### src/logic/ssb_pkg.sv
// Contract
// - acc gets acc minus mem minus not-carry, flags
// - carry cleared if negative, set otherwise
// - memory variant writes same difference back
// - decrement memory, store, skip if zero
// - skip inserts dummy cycle, two cycles total
// - acc variant writes acc, memory untouched
// - nonzero result continues without dummy cycle
// - set-byte writes all ones to memory
package ssb_pkg;

  // ----------------------------------------
  // operations and carriers
  // ----------------------------------------
  localparam int DATA_W = 8;

  typedef enum logic [4:0] {
    SSB_OP_NONE    = 5'h00,
    SSB_OP_SUB_ACC = 5'h01,
    SSB_OP_SUB_MEM = 5'h02,
    SSB_OP_DSZ_MEM = 5'h04,
    SSB_OP_DSZ_ACC = 5'h08,
    SSB_OP_SET     = 5'h10
  } ssb_op_t;

  typedef struct packed {
    logic overflow_flag;
    logic zero_flag;
    logic aux_carry_flag;
    logic carry_flag;
  } ssb_flags_t;

  typedef struct packed {
    logic       valid;
    ssb_op_t    op;
    logic [7:0] acc;
    logic [7:0] mem;
    ssb_flags_t flags;
  } ssb_req_t;

  typedef struct packed {
    logic       acc_we;
    logic [7:0] acc;
    logic       mem_we;
    logic [7:0] mem;
    logic       flags_we;
    ssb_flags_t flags;
    logic       skip;
  } ssb_res_t;

  localparam logic [7:0] SSB_ALL_ONES  = 8'hFF;
  localparam logic [7:0] SSB_DEC_STEP  = 8'h01;
  localparam int         SSB_SKIP_CYCS = 2;

endpackage

### src/logic/ssb_datapath.sv
`timescale 1ns/1ps
module ssb_datapath
  import ssb_pkg::*;
(
  input  wire logic     clk,
  input  wire logic     rst,
  input  wire logic     ce,
  input  wire ssb_req_t req,
  output ssb_res_t      res_reg,
  output logic          dummy_reg,
  output logic          busy_reg
);

  // ----------------------------------------
  // arithmetic
  // ----------------------------------------
  logic [8:0] diff;
  logic [4:0] low_diff;
  logic [7:0] dec;
  logic       borrow_in;
  ssb_flags_t sub_flags;
  ssb_res_t   res_next;
  logic       dummy_next;
  logic       busy_next;
  logic [1:0] busy_run_reg;
  logic [1:0] busy_run_next;

  // one nine-bit subtractor serves both destinations; bit 8 is the borrow
  always_comb begin
    borrow_in = ~req.flags.carry_flag;
    diff      = {1'b0, req.acc} - {1'b0, req.mem}
                - {8'h00, borrow_in};
    low_diff  = {1'b0, req.acc[3:0]} - {1'b0, req.mem[3:0]}
                - {4'h0, borrow_in};
    dec       = req.mem - SSB_DEC_STEP;
    sub_flags.carry_flag     = ~diff[8];
    sub_flags.aux_carry_flag = ~low_diff[4];
    sub_flags.zero_flag      = (diff[7:0] == 8'h00);
    // signed overflow: operands differ in sign and result sign flips
    sub_flags.overflow_flag  = (req.acc[7] != req.mem[7]) &&
                               (diff[7] != req.acc[7]);
  end

  // ----------------------------------------
  // result and skip sequencing
  // ----------------------------------------
  always_comb begin
    res_next   = '0;
    res_next.flags = req.flags;
    dummy_next = 1'b0;
    busy_next  = 1'b0;
    // a request during the dummy slot is the skipped one and is dropped
    if (req.valid && !busy_reg) begin
      unique case (req.op)
        SSB_OP_SUB_ACC: begin
          res_next.acc_we   = 1'b1;
          res_next.acc      = diff[7:0];
          res_next.flags_we = 1'b1;
          res_next.flags    = sub_flags;
        end
        SSB_OP_SUB_MEM: begin
          res_next.mem_we   = 1'b1;
          res_next.mem      = diff[7:0];
          res_next.flags_we = 1'b1;
          res_next.flags    = sub_flags;
        end
        SSB_OP_DSZ_MEM: begin
          res_next.mem_we = 1'b1;
          res_next.mem    = dec;
          res_next.skip   = (dec == 8'h00);
        end
        SSB_OP_DSZ_ACC: begin
          res_next.acc_we = 1'b1;
          res_next.acc    = dec;
          res_next.skip   = (dec == 8'h00);
        end
        SSB_OP_SET: begin
          res_next.mem_we = 1'b1;
          res_next.mem    = SSB_ALL_ONES;
        end
        default: ;
      endcase
      busy_next = res_next.skip;
    end else if (busy_reg) begin
      dummy_next = 1'b1;
    end
  end

  always_ff @(posedge clk or posedge rst) begin
    if (rst) begin
      res_reg   <= '0;
      dummy_reg <= 1'b0;
      busy_reg  <= 1'b0;
    end else if (ce) begin
      res_reg   <= res_next;
      dummy_reg <= dummy_next;
      busy_reg  <= busy_next;
    end
  end

  // ----------------------------------------
  // skip span watch
  // ----------------------------------------
  // counts consecutive busy slots so a stuck busy cannot hide behind
  // a long run of dropped requests; frozen with the rest by ce
  always_comb begin
    busy_run_next = busy_next ? busy_run_reg + 2'h1 : 2'h0;
  end

  always_ff @(posedge clk or posedge rst) begin
    if (rst) begin
      busy_run_reg <= 2'h0;
    end else if (ce) begin
      busy_run_reg <= busy_run_next;
    end
  end
endmodule // ssb_datapath

### config.mk
export PLATFORM = sky130hd
export DESIGN_NAME = ssb_datapath
export DESIGN_NICKNAME = d
export VERILOG_FILES = /design/src/logic/ssb_pkg.sv /design/src/logic/ssb_datapath.sv
export SDC_FILE = /design/constraint.sdc
export NUM_CORES = 1
export LEC_CHECK = 0
export BUFFER_PORTS_ARGS = -buffer_cell sky130_fd_sc_hd__clkbuf_2
export CAP_MARGIN = 0
export CORE_MARGIN = 1
export CORE_UTILIZATION = 40
export CTS_BUF_LIST = sky130_fd_sc_hd__clkbuf_4
export DETAILED_ROUTE_END_ITERATION = 16
export GPL_TIMING_DRIVEN = 0
export SYNTH_ARGS = -nofsm -noshare
export SYNTH_HDL_FRONTEND = slang
export SYNTH_SLANG_ARGS = --single-unit
### constraint.sdc
create_clock -name clk -period 3.8 [get_ports clk]
set_input_delay 0.38 -clock clk [delete_from_list [all_inputs] [get_ports clk]]
set_output_delay 0.38 -clock clk [all_outputs]
set_load 0.05 [all_outputs]
==> reports/summary.md, run 1 <==
The count of cells in the finished layout, fillers not included, comes to 319. The setup slack of the critical path after layout came out at 1.371 ns. The first global-routing pass estimated 8010 um of wire. The synthesized design contains 25 register bits. Summed over all failing endpoints, the final setup total negative slack is 0 ns.

Via count of the first global-routing pass: 1681. The worst slack at placement is 1.016 ns. For the reported max-cap violation count, the log shows 0. The net switching fraction of the power was 37.59%; the worst path arrival time was 2.64 ns.

For this run, the detailed router's first-pass iteration total came to 4. Counting along the longest clock path gives a buffer depth of 2. Summed over all layers, the global routing overflow is 0. The count of cells along the worst register-to-register path is 5.

The worst path uses 63.93% of the clock period. Counting every sink on the clock net gives 25. For this run, asynchronously set or reset flops after synthesis account for 100.0%. Derived from the worst setup path, the maximum achievable clock frequency is 411.6 MHz. The critical path starts at req[0]. The run gives 4.02 ns as the required arrival time at the worst endpoint. The critical path in this run is classified as in -> reg. Setup-violating endpoint count in the final report: 0. The die covers 5118 um2. Counting distinct cell types in the post-synthesis netlist gives 47.

The final max-slew violation count was 0; the number of routed nets with antenna violations was 0. Across the routed clock network, the largest skew measured is 0.02218 ns. For the worst-case hold slack, the log shows 0.2122 ns.

The Yosys warning count came out at 0. The capture instance of the worst register-to-register path was res_reg[3]. Of the total power, combinational logic draws 37.4%. Cells with a size suffix above 1 make up 24.72% of the layout. The area after detailed placement was 2270 um2. After synthesis the cells add up to 1934 um2. The power per unit of standard cell area was 280.3 nW/um2; the total leakage power was 1.131 nW.

Of the total power, registers draw 43.4%. Transition time at the pin with the least slew margin: 0.9421 ns. The detailed router placed 1722 vias in this run. For the core outline area, the log shows 4504 um2. The multi-input combinational cells in the finished layout cover a total of 1174 um2. For this design the total switching power over the nets is 0.2423 mW. The number of nets handed over by synthesis was 256.

Sequential elements use 32.34% of the synthesized area. In the final routed layout, each cell accounts on average for 14.38 um. The height of the chip was 71.54 um; the minimum setup slack among reg-to-reg paths was 2.05 ns. The number of fill cells is 442, and the number of hold-repair buffers added at the cts stage is 0. The worst path in the final design needs a cycle of 2.430 ns, including I/O delays and setup. Among all stages on the critical path, the largest delay is contributed by sky130_fd_sc_hd__a2111oi_0.

TritonCTS built the clock tree. The flow ran to the end, and the final reports show no timing, DRC or antenna violations. Walking the worst path, the cells encountered are clkbuf_2, inv_1, fa_1, inv_1, fa_1, nand2b_1, a2111oi_0, nor2_1, xnor2_1, o221ai_1. The run gives 0 as the number of buffers inserted to repair setup after CTS. At the end of the flow, the number of nets in the layout was 315. The number of design rule violations left after detail routing was 0. Cell taking the most area after synthesis: sky130_fd_sc_hd__dfrtp_1. The cell chosen for the clock root is sky130_fd_sc_hd__clkbuf_4.

STA classifies the critical path startpoint as an input pin. Leaving out fill and tap cells, the most frequent cell in the layout is sky130_fd_sc_hd__clkbuf_2. The flip-flop count of the largest register, all copies and words added is 24, and the count of buffers inserted at the top-level ports is 54. Clock latency on the worst-skew pair, taken at its later pin, is 0.33 ns. The finished cells cover 2300 um2.

The clock network fraction of total power was 19.2%; the die boundary width was 71.54 um. The number of antenna violations at the first check in global routing was 0; the delay of the slowest cell on the worst path was 0.62 ns. The worst-case IR drop observed on VDD is 0.1597 mV. Headroom to the max-slew limit came out at 37.13%. Setup repair after global routing left no endpoint under its margin. The critical path ends at res_reg[12].

After clock tree synthesis, the clock-pin slew on the worst setup and hold paths is 0.16 ns. Using the TritonRoute via totals, the vias-per-cell ratio works out to 5.398. The number of hold-slack violations in the final timing report came out at 0. Summed over its instances, the top area cell type makes up 32.34% of the synthesized netlist area. Across the whole layout, storage elements account for 625.6 um2. The initialized floorplan defines 24 standard-cell rows. The critical register-to-register path startpoint is res_reg[0]. After technology mapping, the gate count stands at 209. The mean post-synth cell area came out at 9.255 um2. In this run, synthesis inferred 0 flip-flops with an integrated enable.

The relative area change from synthesis to final layout came out at 18.89%. The worst setup path is captured at a register. The detailed router finished its first iteration with 77 violations. In the layout the commonest cells are sky130_fd_sc_hd__clkbuf_2 (54), sky130_fd_sc_hd__dfrtp_1 (25), sky130_fd_sc_hd__inv_1 (24), sky130_fd_sc_hd__ha_1 (16). In this run, placement finished with an instance count of 315.

The pin count of the biggest net entering global routing came out at 26. 0 antenna diodes ended up in the layout. Internal power comes to 0.4024 mW. For the number of buffers created by CTS, the log shows 3. Number of I/O pins: 55.

For this run, the total global-route usage over all layers was measured as 19.51%. The maximum fanout encountered on the critical timing path is 3, and the number of H-tree levels is 1. For this configuration, the core starts out at a cell density of 42.94%. Detailed placement ended at an HPWL of 3780 um. The number of gates resized after CTS was 0.

Ranked by total cell area, the synthesized netlist is headed by sky130_fd_sc_hd__dfrtp_1 (32%), sky130_fd_sc_hd__ha_1 (10%), sky130_fd_sc_hd__o2bb2ai_1 (5.0%). Dominant register cell in the synthesized netlist: sky130_fd_sc_hd__dfrtp_1. The final weighted congestion in routability-driven placement came out at 0.7863. The worst hold path belongs to the class in -> async.

Summed over all layers, the routed wires come to 4586 um.
cells by family after synthesis:
group                      share of synthesized area [%]
muxes                                              1.682
AOI/OAI and AO/OA                                  22.19
adders and majority gates                          12.42
buffers and inverters                              6.986
DFF                                                32.34
xor gates and xnor gates                           7.503
and+or+nand+nor                                    16.88
per-layer routing:
metal	up-vias	part of all wire [%]	track usage, %
met5	-	0	0
met4	0	0.55	1.743
met3	4	5.3	3.516
met2	58	43	32.06
met1	792	51	28.07
li1	868	-	-
worst max-delay path, delay by kind of cell:
kind | cells | cell delay (ns)
AO/OA/AOI/OAI | 2 | 0.80
XOR/XNOR | 1 | 0.33
adder cells (fa/ha/maj) | 2 | 0.58
buffers and inverters | 3 | 0.25
AND/OR/NAND/NOR | 2 | 0.30
power by group through the flow:
stage | clock network [mW] | registers [mW] | logic (mW)
finish | 0.124 | 0.280 | 0.241
global route | 0.139 | 0.281 | 0.271
CTS | 0.129 | 0.280 | 0.244
detailed placement | 0 | 0.285 | 0.242
global placement | 0 | 0.285 | 0.241
floorplan | 0 | 0.317 | 0.140
worst min-delay path by stage:
stage / to
finish: res_reg[13]
global route: res_reg[2]
CTS: res_reg[13]
detailed placement: res_reg[14]
global placement: res_reg[10]
floorplan: dummy_reg
synthesized netlist by cell type, types with 2 or more instances:
cell type                   number
sky130_fd_sc_hd__nand3_1         7
sky130_fd_sc_hd__nand2b_1        2
sky130_fd_sc_hd__ha_1           16
sky130_fd_sc_hd__nand2_1        14
sky130_fd_sc_hd__and3_1          4
sky130_fd_sc_hd__nor4b_1         2
sky130_fd_sc_hd__a2111oi_0       2
sky130_fd_sc_hd__inv_1          24
sky130_fd_sc_hd__o2bb2ai_1      11
sky130_fd_sc_hd__mux2_2          2
sky130_fd_sc_hd__nor3_1          5
sky130_fd_sc_hd__xor2_1          6
sky130_fd_sc_hd__nor3b_1         3
sky130_fd_sc_hd__and3b_1         2
sky130_fd_sc_hd__fa_1            2
sky130_fd_sc_hd__clkbuf_1        6
sky130_fd_sc_hd__o21a_1          2
sky130_fd_sc_hd__nor2_1         14
sky130_fd_sc_hd__a22oi_1         3
sky130_fd_sc_hd__o221ai_1        6
sky130_fd_sc_hd__o21ai_0         4
sky130_fd_sc_hd__nor2b_1         3
sky130_fd_sc_hd__xnor2_1         8
sky130_fd_sc_hd__a21oi_1         9
sky130_fd_sc_hd__a211oi_1        3
sky130_fd_sc_hd__dfrtp_1        25
sky130_fd_sc_hd__o21ba_1         3
sky130_fd_sc_hd__a221oi_1        2
through the flow:
step / util, % / total power, mW
floorplan: - / 0.4575
global placement: 50.39 / 0.5253
detailed placement: 50.39 / 0.5278
CTS: 51.06 / 0.6527
global route: 51.06 / 0.6913
finish: 51.06 / 0.6447
cell type report:
cell class	instances	share of cell area (%)
clock inverters	1	0.3264
repair buffers	54	11.75
well taps	52	2.829
multi-input cells	151	51.03
clock buffers	3	0.9793
inverters	25	4.081
plain buffers	8	1.795
flip-flops and latches	25	27.20
Note: power is estimated with default switching activity, not from simulation.
==> run 2: changes to the inputs <==
--- a/config.mk
+++ b/config.mk
@@ -12,6 +12,7 @@
 export CTS_BUF_LIST = sky130_fd_sc_hd__clkbuf_4
 export DETAILED_ROUTE_END_ITERATION = 16
 export GPL_TIMING_DRIVEN = 0
+export PLACE_DENSITY = 0.66
 export SYNTH_ARGS = -nofsm -noshare
 export SYNTH_HDL_FRONTEND = slang
 export SYNTH_SLANG_ARGS = --single-unit
==> constraint.sdc (replaced) <==
create_clock -name clk -period 2.1 [get_ports clk]
set_input_delay 0.21 -clock clk [delete_from_list [all_inputs] [get_ports clk]]
set_output_delay 0.21 -clock clk [all_outputs]
set_load 0.05 [all_outputs]
==> run 2 against run 1 <==
Net effect: power grew 84%; sequential share of layout area shrank 0.57 points; flip-flop and latch count is the same; clock skew shrank 0.0088 ns; critical path depth is the same; worst setup slack lost 1.2 ns; register-to-register slack lost 1.6 ns; cell count is the same; hold slack lost 0.17 ns; die area is the same; wire length shrank 0.85%.
==> reports/summary.md, run 2 (synthesis gave the netlist of run 1 again) <==
The maximum fanout encountered on the critical timing path is 3. Starting density of the core: 42.94%. The tools report the worst path arrival time as 2.15 ns. For the pin with the worst max-slew slack, the measured transition is 0.8973 ns.

0 antenna diodes ended up in the layout. Once detail routing completed, the nets flagged for antenna violations numbered 0. Power spread over the standard cell area amounts to 506.3 nW/um2. The worst hold path belongs to the class in -> async.

The setup-violating endpoint count in the final report was 0. The library cell used most frequently in the layout, excluding fill and tap cells, is sky130_fd_sc_hd__clkbuf_2. Before antenna repair, the detailed router went through 4 iterations. The most critical setup path has its endpoint at res_reg[12]. The logs give 1 for the number of H-tree levels and 0 for the remaining global-route overflow.

The flip-flop count of the largest register, all copies and words added works out to 24. The insertion delay to the later sink of the worst-skew pair came out at 0.32 ns. Entering global routing, the biggest net connects 26 pins. The die boundary width came out at 71.54 um. TritonCTS built the clock tree. Max-cap violations in this run came to 0. The via count of the routed design was 1679. The global-route wire length before repair came out at 7700 um. The number of antenna violations at the first check in global routing came out at 0. In the layout the commonest cells are sky130_fd_sc_hd__clkbuf_2 (54), sky130_fd_sc_hd__dfrtp_1 (25), sky130_fd_sc_hd__inv_1 (24), sky130_fd_sc_hd__ha_1 (16). For the placed instance count, the log shows 315. The die covers 5118 um2. Clock tree synthesis selected as its root buffer the cell sky130_fd_sc_hd__clkbuf_4. After layout, the minimum clock period comes to 1.946 ns. The run gives 2271 um2 as the area after detailed placement.

The critical path capture point type is a register. Across all setup checks in the final design, the least slack found is 0.1543 ns. The final max-slew violation count was 0; the global router's overall resource usage was 19.03%. The critical path starts at req[0].

The total power is 1.189 mW, and the share of the clock period used by the worst path after layout is 92.65%. The net count of the finished layout is 315. At the placement stage, the worst setup path has a slack of -0.4579 ns. Setup repair after global routing left no endpoint under its margin. In this run, post-CTS hold repair placed 0 buffers. The logs give 319 for the number of standard cells in the layout, taps in and fillers out and 4504 um2 for the core outline area. For flop-to-flop paths, the worst setup slack is 0.46 ns. In this run, CTS created clock tree buffers numbering 3. Fill cells in the final layout number 445.

Via count of the first global-routing pass: 1606. The height of the chip was 71.54 um; the clock skew after layout was 0.01334 ns. The worst pin sits at a relative slew slack of 40.11%. The critical path's slowest cell is sky130_fd_sc_hd__fa_1. In this run the post-CTS setup repair buffer count came out at 0. The detail-routed net length per standard cell works out to 14.25 um. After detailed routing, the number of vias per cell comes to 5.263.

The clock passes through at most 2 buffers. Critical register-to-register path startpoint: res_reg[0]. In this design, the stage delay of the slowest critical-path cell is 0.39 ns. STA classifies the critical path startpoint as an input pin.

IR analysis of the VDD net gives a maximum drop of 0.3037 mV. The run gives 0.8555 as the final weighted congestion in routability-driven placement. The relative area change from synthesis to final layout was 21.41%. The class of the most critical setup path was in -> reg.

The area of all sequential standard cells was 625.6 um2; the count of buffers inserted at the top-level ports was 54. The first routing iteration left 48 violations. The final cell utilization of the core was 52.14%. In this run the static leakage power is 1.155 nW. The signal on the critical path passes through clkbuf_2, inv_1, fa_1, inv_1, fa_1, nand2b_1, a2111oi_4, nor2_1, xnor2_2, o221ai_1. The logs give 2349 um2 for the post-route cell area and 24 for the count of standard-cell rows.

Timing would allow up to 514.0 MHz. The tree built by TritonCTS fans out to 25 sinks. The run finished with clean final reports. The multi-input combinational cells in the finished layout cover a total of 1225 um2.

The number of I/O pins is 55. In the routed design, unresolved DRC markers number 0. The ratio of cells with drive above 1 in the final layout was 26.97%. The tools report the number of hold-slack violations in the final timing report as 0. The count of cells along the worst register-to-register path came out at 5. The wire-length estimate of the detail-placed layout is 3730 um.

The capture instance of the worst register-to-register path is res_reg[3]. The worst-case hold slack came out at 0.03901 ns. The required arrival time at the worst endpoint was 2.30 ns; the final total negative setup slack was 0 ns.

Total wire length after detailed routing: 4547 um. After clock tree synthesis, the clock-pin slew on the worst setup and hold paths is 0.14 ns.
## run 2: cell type report
| class | instances | area share, % |
|---|---|---|
| Clock inverter | 1 | 0.2131 |
| Tap cell | 52 | 2.770 |
| Sequential cell | 25 | 26.64 |
| Timing Repair Buffer | 54 | 11.51 |
| Inverter | 25 | 3.996 |
| Multi-Input combinational cell | 151 | 52.16 |
| Clock buffer | 3 | 0.9590 |
| Buffer | 8 | 1.758 |
## run 2: repair_timing
action | CTS | global route
hold endpoints to repair | 0 | 0
pin swaps | 0 | 1
cloned | 0 | 0
setup endpoints to repair | 3 | 6
resized for setup | 1 | 6
## run 2: worst max-delay path: cells and delay by family
kind / cells / cell delay (ns)
buffers and inverters: 3 / 0.26
and+or+nand+nor: 2 / 0.35
adders and majority gates: 2 / 0.59
AOI/OAI and AO/OA: 2 / 0.52
xor gates and xnor gates: 1 / 0.21
## run 2: how the worst min path moves through the flow
stage               slack [ns]  cells past startpoint     endpoint
floorplan                 0.24                      1    dummy_reg
global placement          0.44                      2  res_reg[12]
detailed placement        0.45                      2  res_reg[13]
CTS                       0.08                      2  res_reg[13]
global route               0.1                      3   res_reg[2]
finish                    0.04                      2  res_reg[12]
## run 2: power by group
part / leakage, nW / switching (mW) / total [mW] / internal (mW)
Sequential: 0.338 / 0.00892 / 0.507 / 0.498
Clock: 0.0177 / 0.141 / 0.212 / 0.0712
Combinational: 0.798 / 0.294 / 0.471 / 0.177
## run 2: layer usage
layer	GRT usage, %	vias to the layer above	part of all wire (%)
li1	-	864	-
met1	27.90	762	51
met2	30.37	47	44
met3	3.094	6	3.8
met4	2.832	0	0.92
met5	0	-	0
==> run 3: changes to the inputs <==
--- a/config.mk
+++ b/config.mk
@@ -7,6 +7,7 @@
 export LEC_CHECK = 0
 export BUFFER_PORTS_ARGS = -buffer_cell sky130_fd_sc_hd__clkbuf_2
 export CAP_MARGIN = 0
+export CORE_ASPECT_RATIO = 1.4
 export CORE_MARGIN = 1
 export CORE_UTILIZATION = 40
 export CTS_BUF_LIST = sky130_fd_sc_hd__clkbuf_4
==> run 3 against run 2 <==
Net effect: final area hardly changed; count of clock-buffer cells in the layout stayed put; fmax up 1.2%; die area about the same; cell count rose by 3.1%; flip-flop and latch count stayed put; power is 0.58% higher; combinational power fell by 2%; register-to-register slack barely moved; largest power group unchanged.
==> reports/summary.md, run 3 (synthesis gave the netlist of run 1 again) <==
The run finished with clean final reports. The initialized floorplan defines 29 standard-cell rows. Port buffering added 54 buffers. The via-per-instance ratio was 5.432. The first global-routing pass estimated 7707 um of wire. The first detailed-routing pass ran for 5 iterations. The worst setup path is of the in -> reg kind.

The post-route netlist has 26.22% of its cells at a drive strength greater than 1. The routed layout has 1787 vias. The run gives 0 as the number of design rule violations left after detail routing. The area of the die came out at 5122 um2. The logs give 0.2092 mV for the maximum ir drop on the vdd rail and 0.1773 ns for the setup slack of the critical path after layout.

The critical register-to-register path startpoint is res_reg[0]. Final max-slew violation count: 0. The register with the most flip-flops in the layout has 24 of them.

At the pin with the least slew margin, the transition time is 0.9681 ns. The power per unit of standard cell area is 508.9 nW/um2. The post-route minimum period was 1.923 ns; the final total negative setup slack was 0 ns. Number of clock sinks: 25.

Based on the critical path, the design can be clocked at up to 520.1 MHz. From synthesis to final layout, the design area changed by 21.47%. The height of the chip works out to 84.28 um. The clock transition at the register clock pins on the worst setup and hold paths after CTS was 0.15 ns. The number of hold-slack violations in the final timing report was 0; the number of nets in the final layout was 315. Total power: 1.196 mW. The die is 60.77 um wide.

The via count of the first global-routing pass came out at 1647. CTS placed an instance of sky130_fd_sc_hd__clkbuf_4 at the clock tree root. The pin count of the biggest net entering global routing came out at 26. Headroom to the max-slew limit came out at 35.39%.

The number of design-rule violations left by the first detailed-router iteration is 90. Of the available clock period, the critical path in the final layout requires 91.56%. Setup violations remaining at the end of the flow were counted as 0. 55 I/O pins were placed.

The tools report the number of H-tree levels as 1. Setup repair after global routing left no endpoint under its margin. Of all nets on the critical path, the largest fanout is 3. The repair_antennas step left the layout with diodes totalling 0.

The worst slack at placement was -0.4248 ns. Cells fill 51.40% of the core in the end. Number of routed nets with antenna violations: 0. TritonCTS built the clock tree. The number of antenna violations at the first check in global routing came out at 0. Once the floorplan was initialized, standard cells occupied 42.31% of the core. Data on the critical path arrives at its endpoint at 2.22 ns. In the global route stage, overall resource usage came out at 19.85%. For the reported max-cap violation count, the log shows 0. The worst setup path is launched from an input pin.

In this run the standard cell core region covers 4572 um2. The total wire length after detailed routing was 4696 um; the clock skew after layout was 0.01595 ns. The final HPWL from detailed placement came out at 3815 um. The final weighted congestion in routability-driven placement was 0.8437; the detail-routed net length per standard cell was 14.27 um. Leaving out fill and tap cells, the most frequent cell in the layout is sky130_fd_sc_hd__clkbuf_2.

In this run the worst hold path is classified as in -> async. The clock passes through at most 2 buffers. The analysis attributes to cell leakage a power of 1.149 nW.

After filler insertion, the fill cell instance count of the layout stands at 466. The run gives 2.39 ns as the required arrival time at the worst endpoint. The tools report the number of buffers created by CTS as 3.

The tools report the critical path capture point type as a register. In this run the worst setup path begins at req[0]. In the layout the commonest cells are sky130_fd_sc_hd__clkbuf_2 (54), sky130_fd_sc_hd__dfrtp_1 (25), sky130_fd_sc_hd__inv_1 (24), sky130_fd_sc_hd__ha_1 (16). The clock reaches the later pin of the worst-skew pair after 0.34 ns. The remaining global-route overflow came out at 0.
==> run 3: changes by cell type in the layout (fill, tap and decap cells not counted) <==
cell	delta
sky130_fd_sc_hd__xnor2_1	+1
sky130_fd_sc_hd__a21oi_1	+1
sky130_fd_sc_hd__a21oi_2	-1
sky130_fd_sc_hd__xnor2_2	-1
==> run 3: where the power goes <==
group,switching [mW],internal [mW],total [mW]
clock,0.154,0.0717,0.226
sequential,0.00954,0.498,0.507
combinational,0.291,0.172,0.463
==> run 3: path summary, 6_finish.rpt <==
check	endpoint	slack [ns]	depth (start not counted)
worst max-delay path	res_reg[3]	0.18	10
worst min-delay path	res_reg[23]	0.04	2
worst max register to register	res_reg[3]	0.45	5
worst min register to register	res_reg[19]	0.51	1
max in group asynchronous	res_reg[8]	1.45	2
min in group clk	res_reg[2]	0.09	3
==> run 3: stage by stage <==
step	instance area, um2	instances	hold slack (ns)
finish	2350	329	0.04160
detailed placement	2283	325	0.4503
global placement	2283	325	0.4501
global route	2350	329	0.08946
floorplan	1936	209	0.2373
CTS	2316	329	0.06917
==> run 3: metal layers <==
layer  global-route usage (%)  wire length [um]
met1                    27.25              2008
met2                    31.47              2346
met3                    1.079               207
met4                    9.091               133
met5                        0                 0
==> run 3: final cells by class <==
type                            count  area [um2]  share of cell area, %
Tap cell                           62       77.57                  3.301
Multi-Input combinational cell    151        1214                  51.65
Timing Repair Buffer               54       270.3                  11.50
Clock buffer                        3       22.52                 0.9585
Inverter                           25       93.84                  3.994
Buffer                              8       41.29                  1.757
Clock inverter                      1       5.005                 0.2130
Sequential cell                    25       625.6                  26.62
==> run 3: timing repair <==
| item | in CTS | in global routing |
|---|---|---|
| setup buffers | 0 | 0 |
| cloned | 0 | 0 |
| resized for setup | 1 | 4 |
| pin swaps | 0 | 0 |
| endpoints found under the setup margin | 2 | 4 |
| hold buffers | 0 | 0 |
==> run 3: worst max-delay path, cell delays in order <==
cell,delay [ns]
sky130_fd_sc_hd__clkbuf_2,0.07
sky130_fd_sc_hd__inv_1,0.06
sky130_fd_sc_hd__fa_1,0.57
sky130_fd_sc_hd__inv_1,0.05
sky130_fd_sc_hd__ha_1,0.16
sky130_fd_sc_hd__o21ai_0,0.15
sky130_fd_sc_hd__a22oi_1,0.11
sky130_fd_sc_hd__xnor2_1,0.33
sky130_fd_sc_hd__nor4b_2,0.31
sky130_fd_sc_hd__a31o_1,0.18
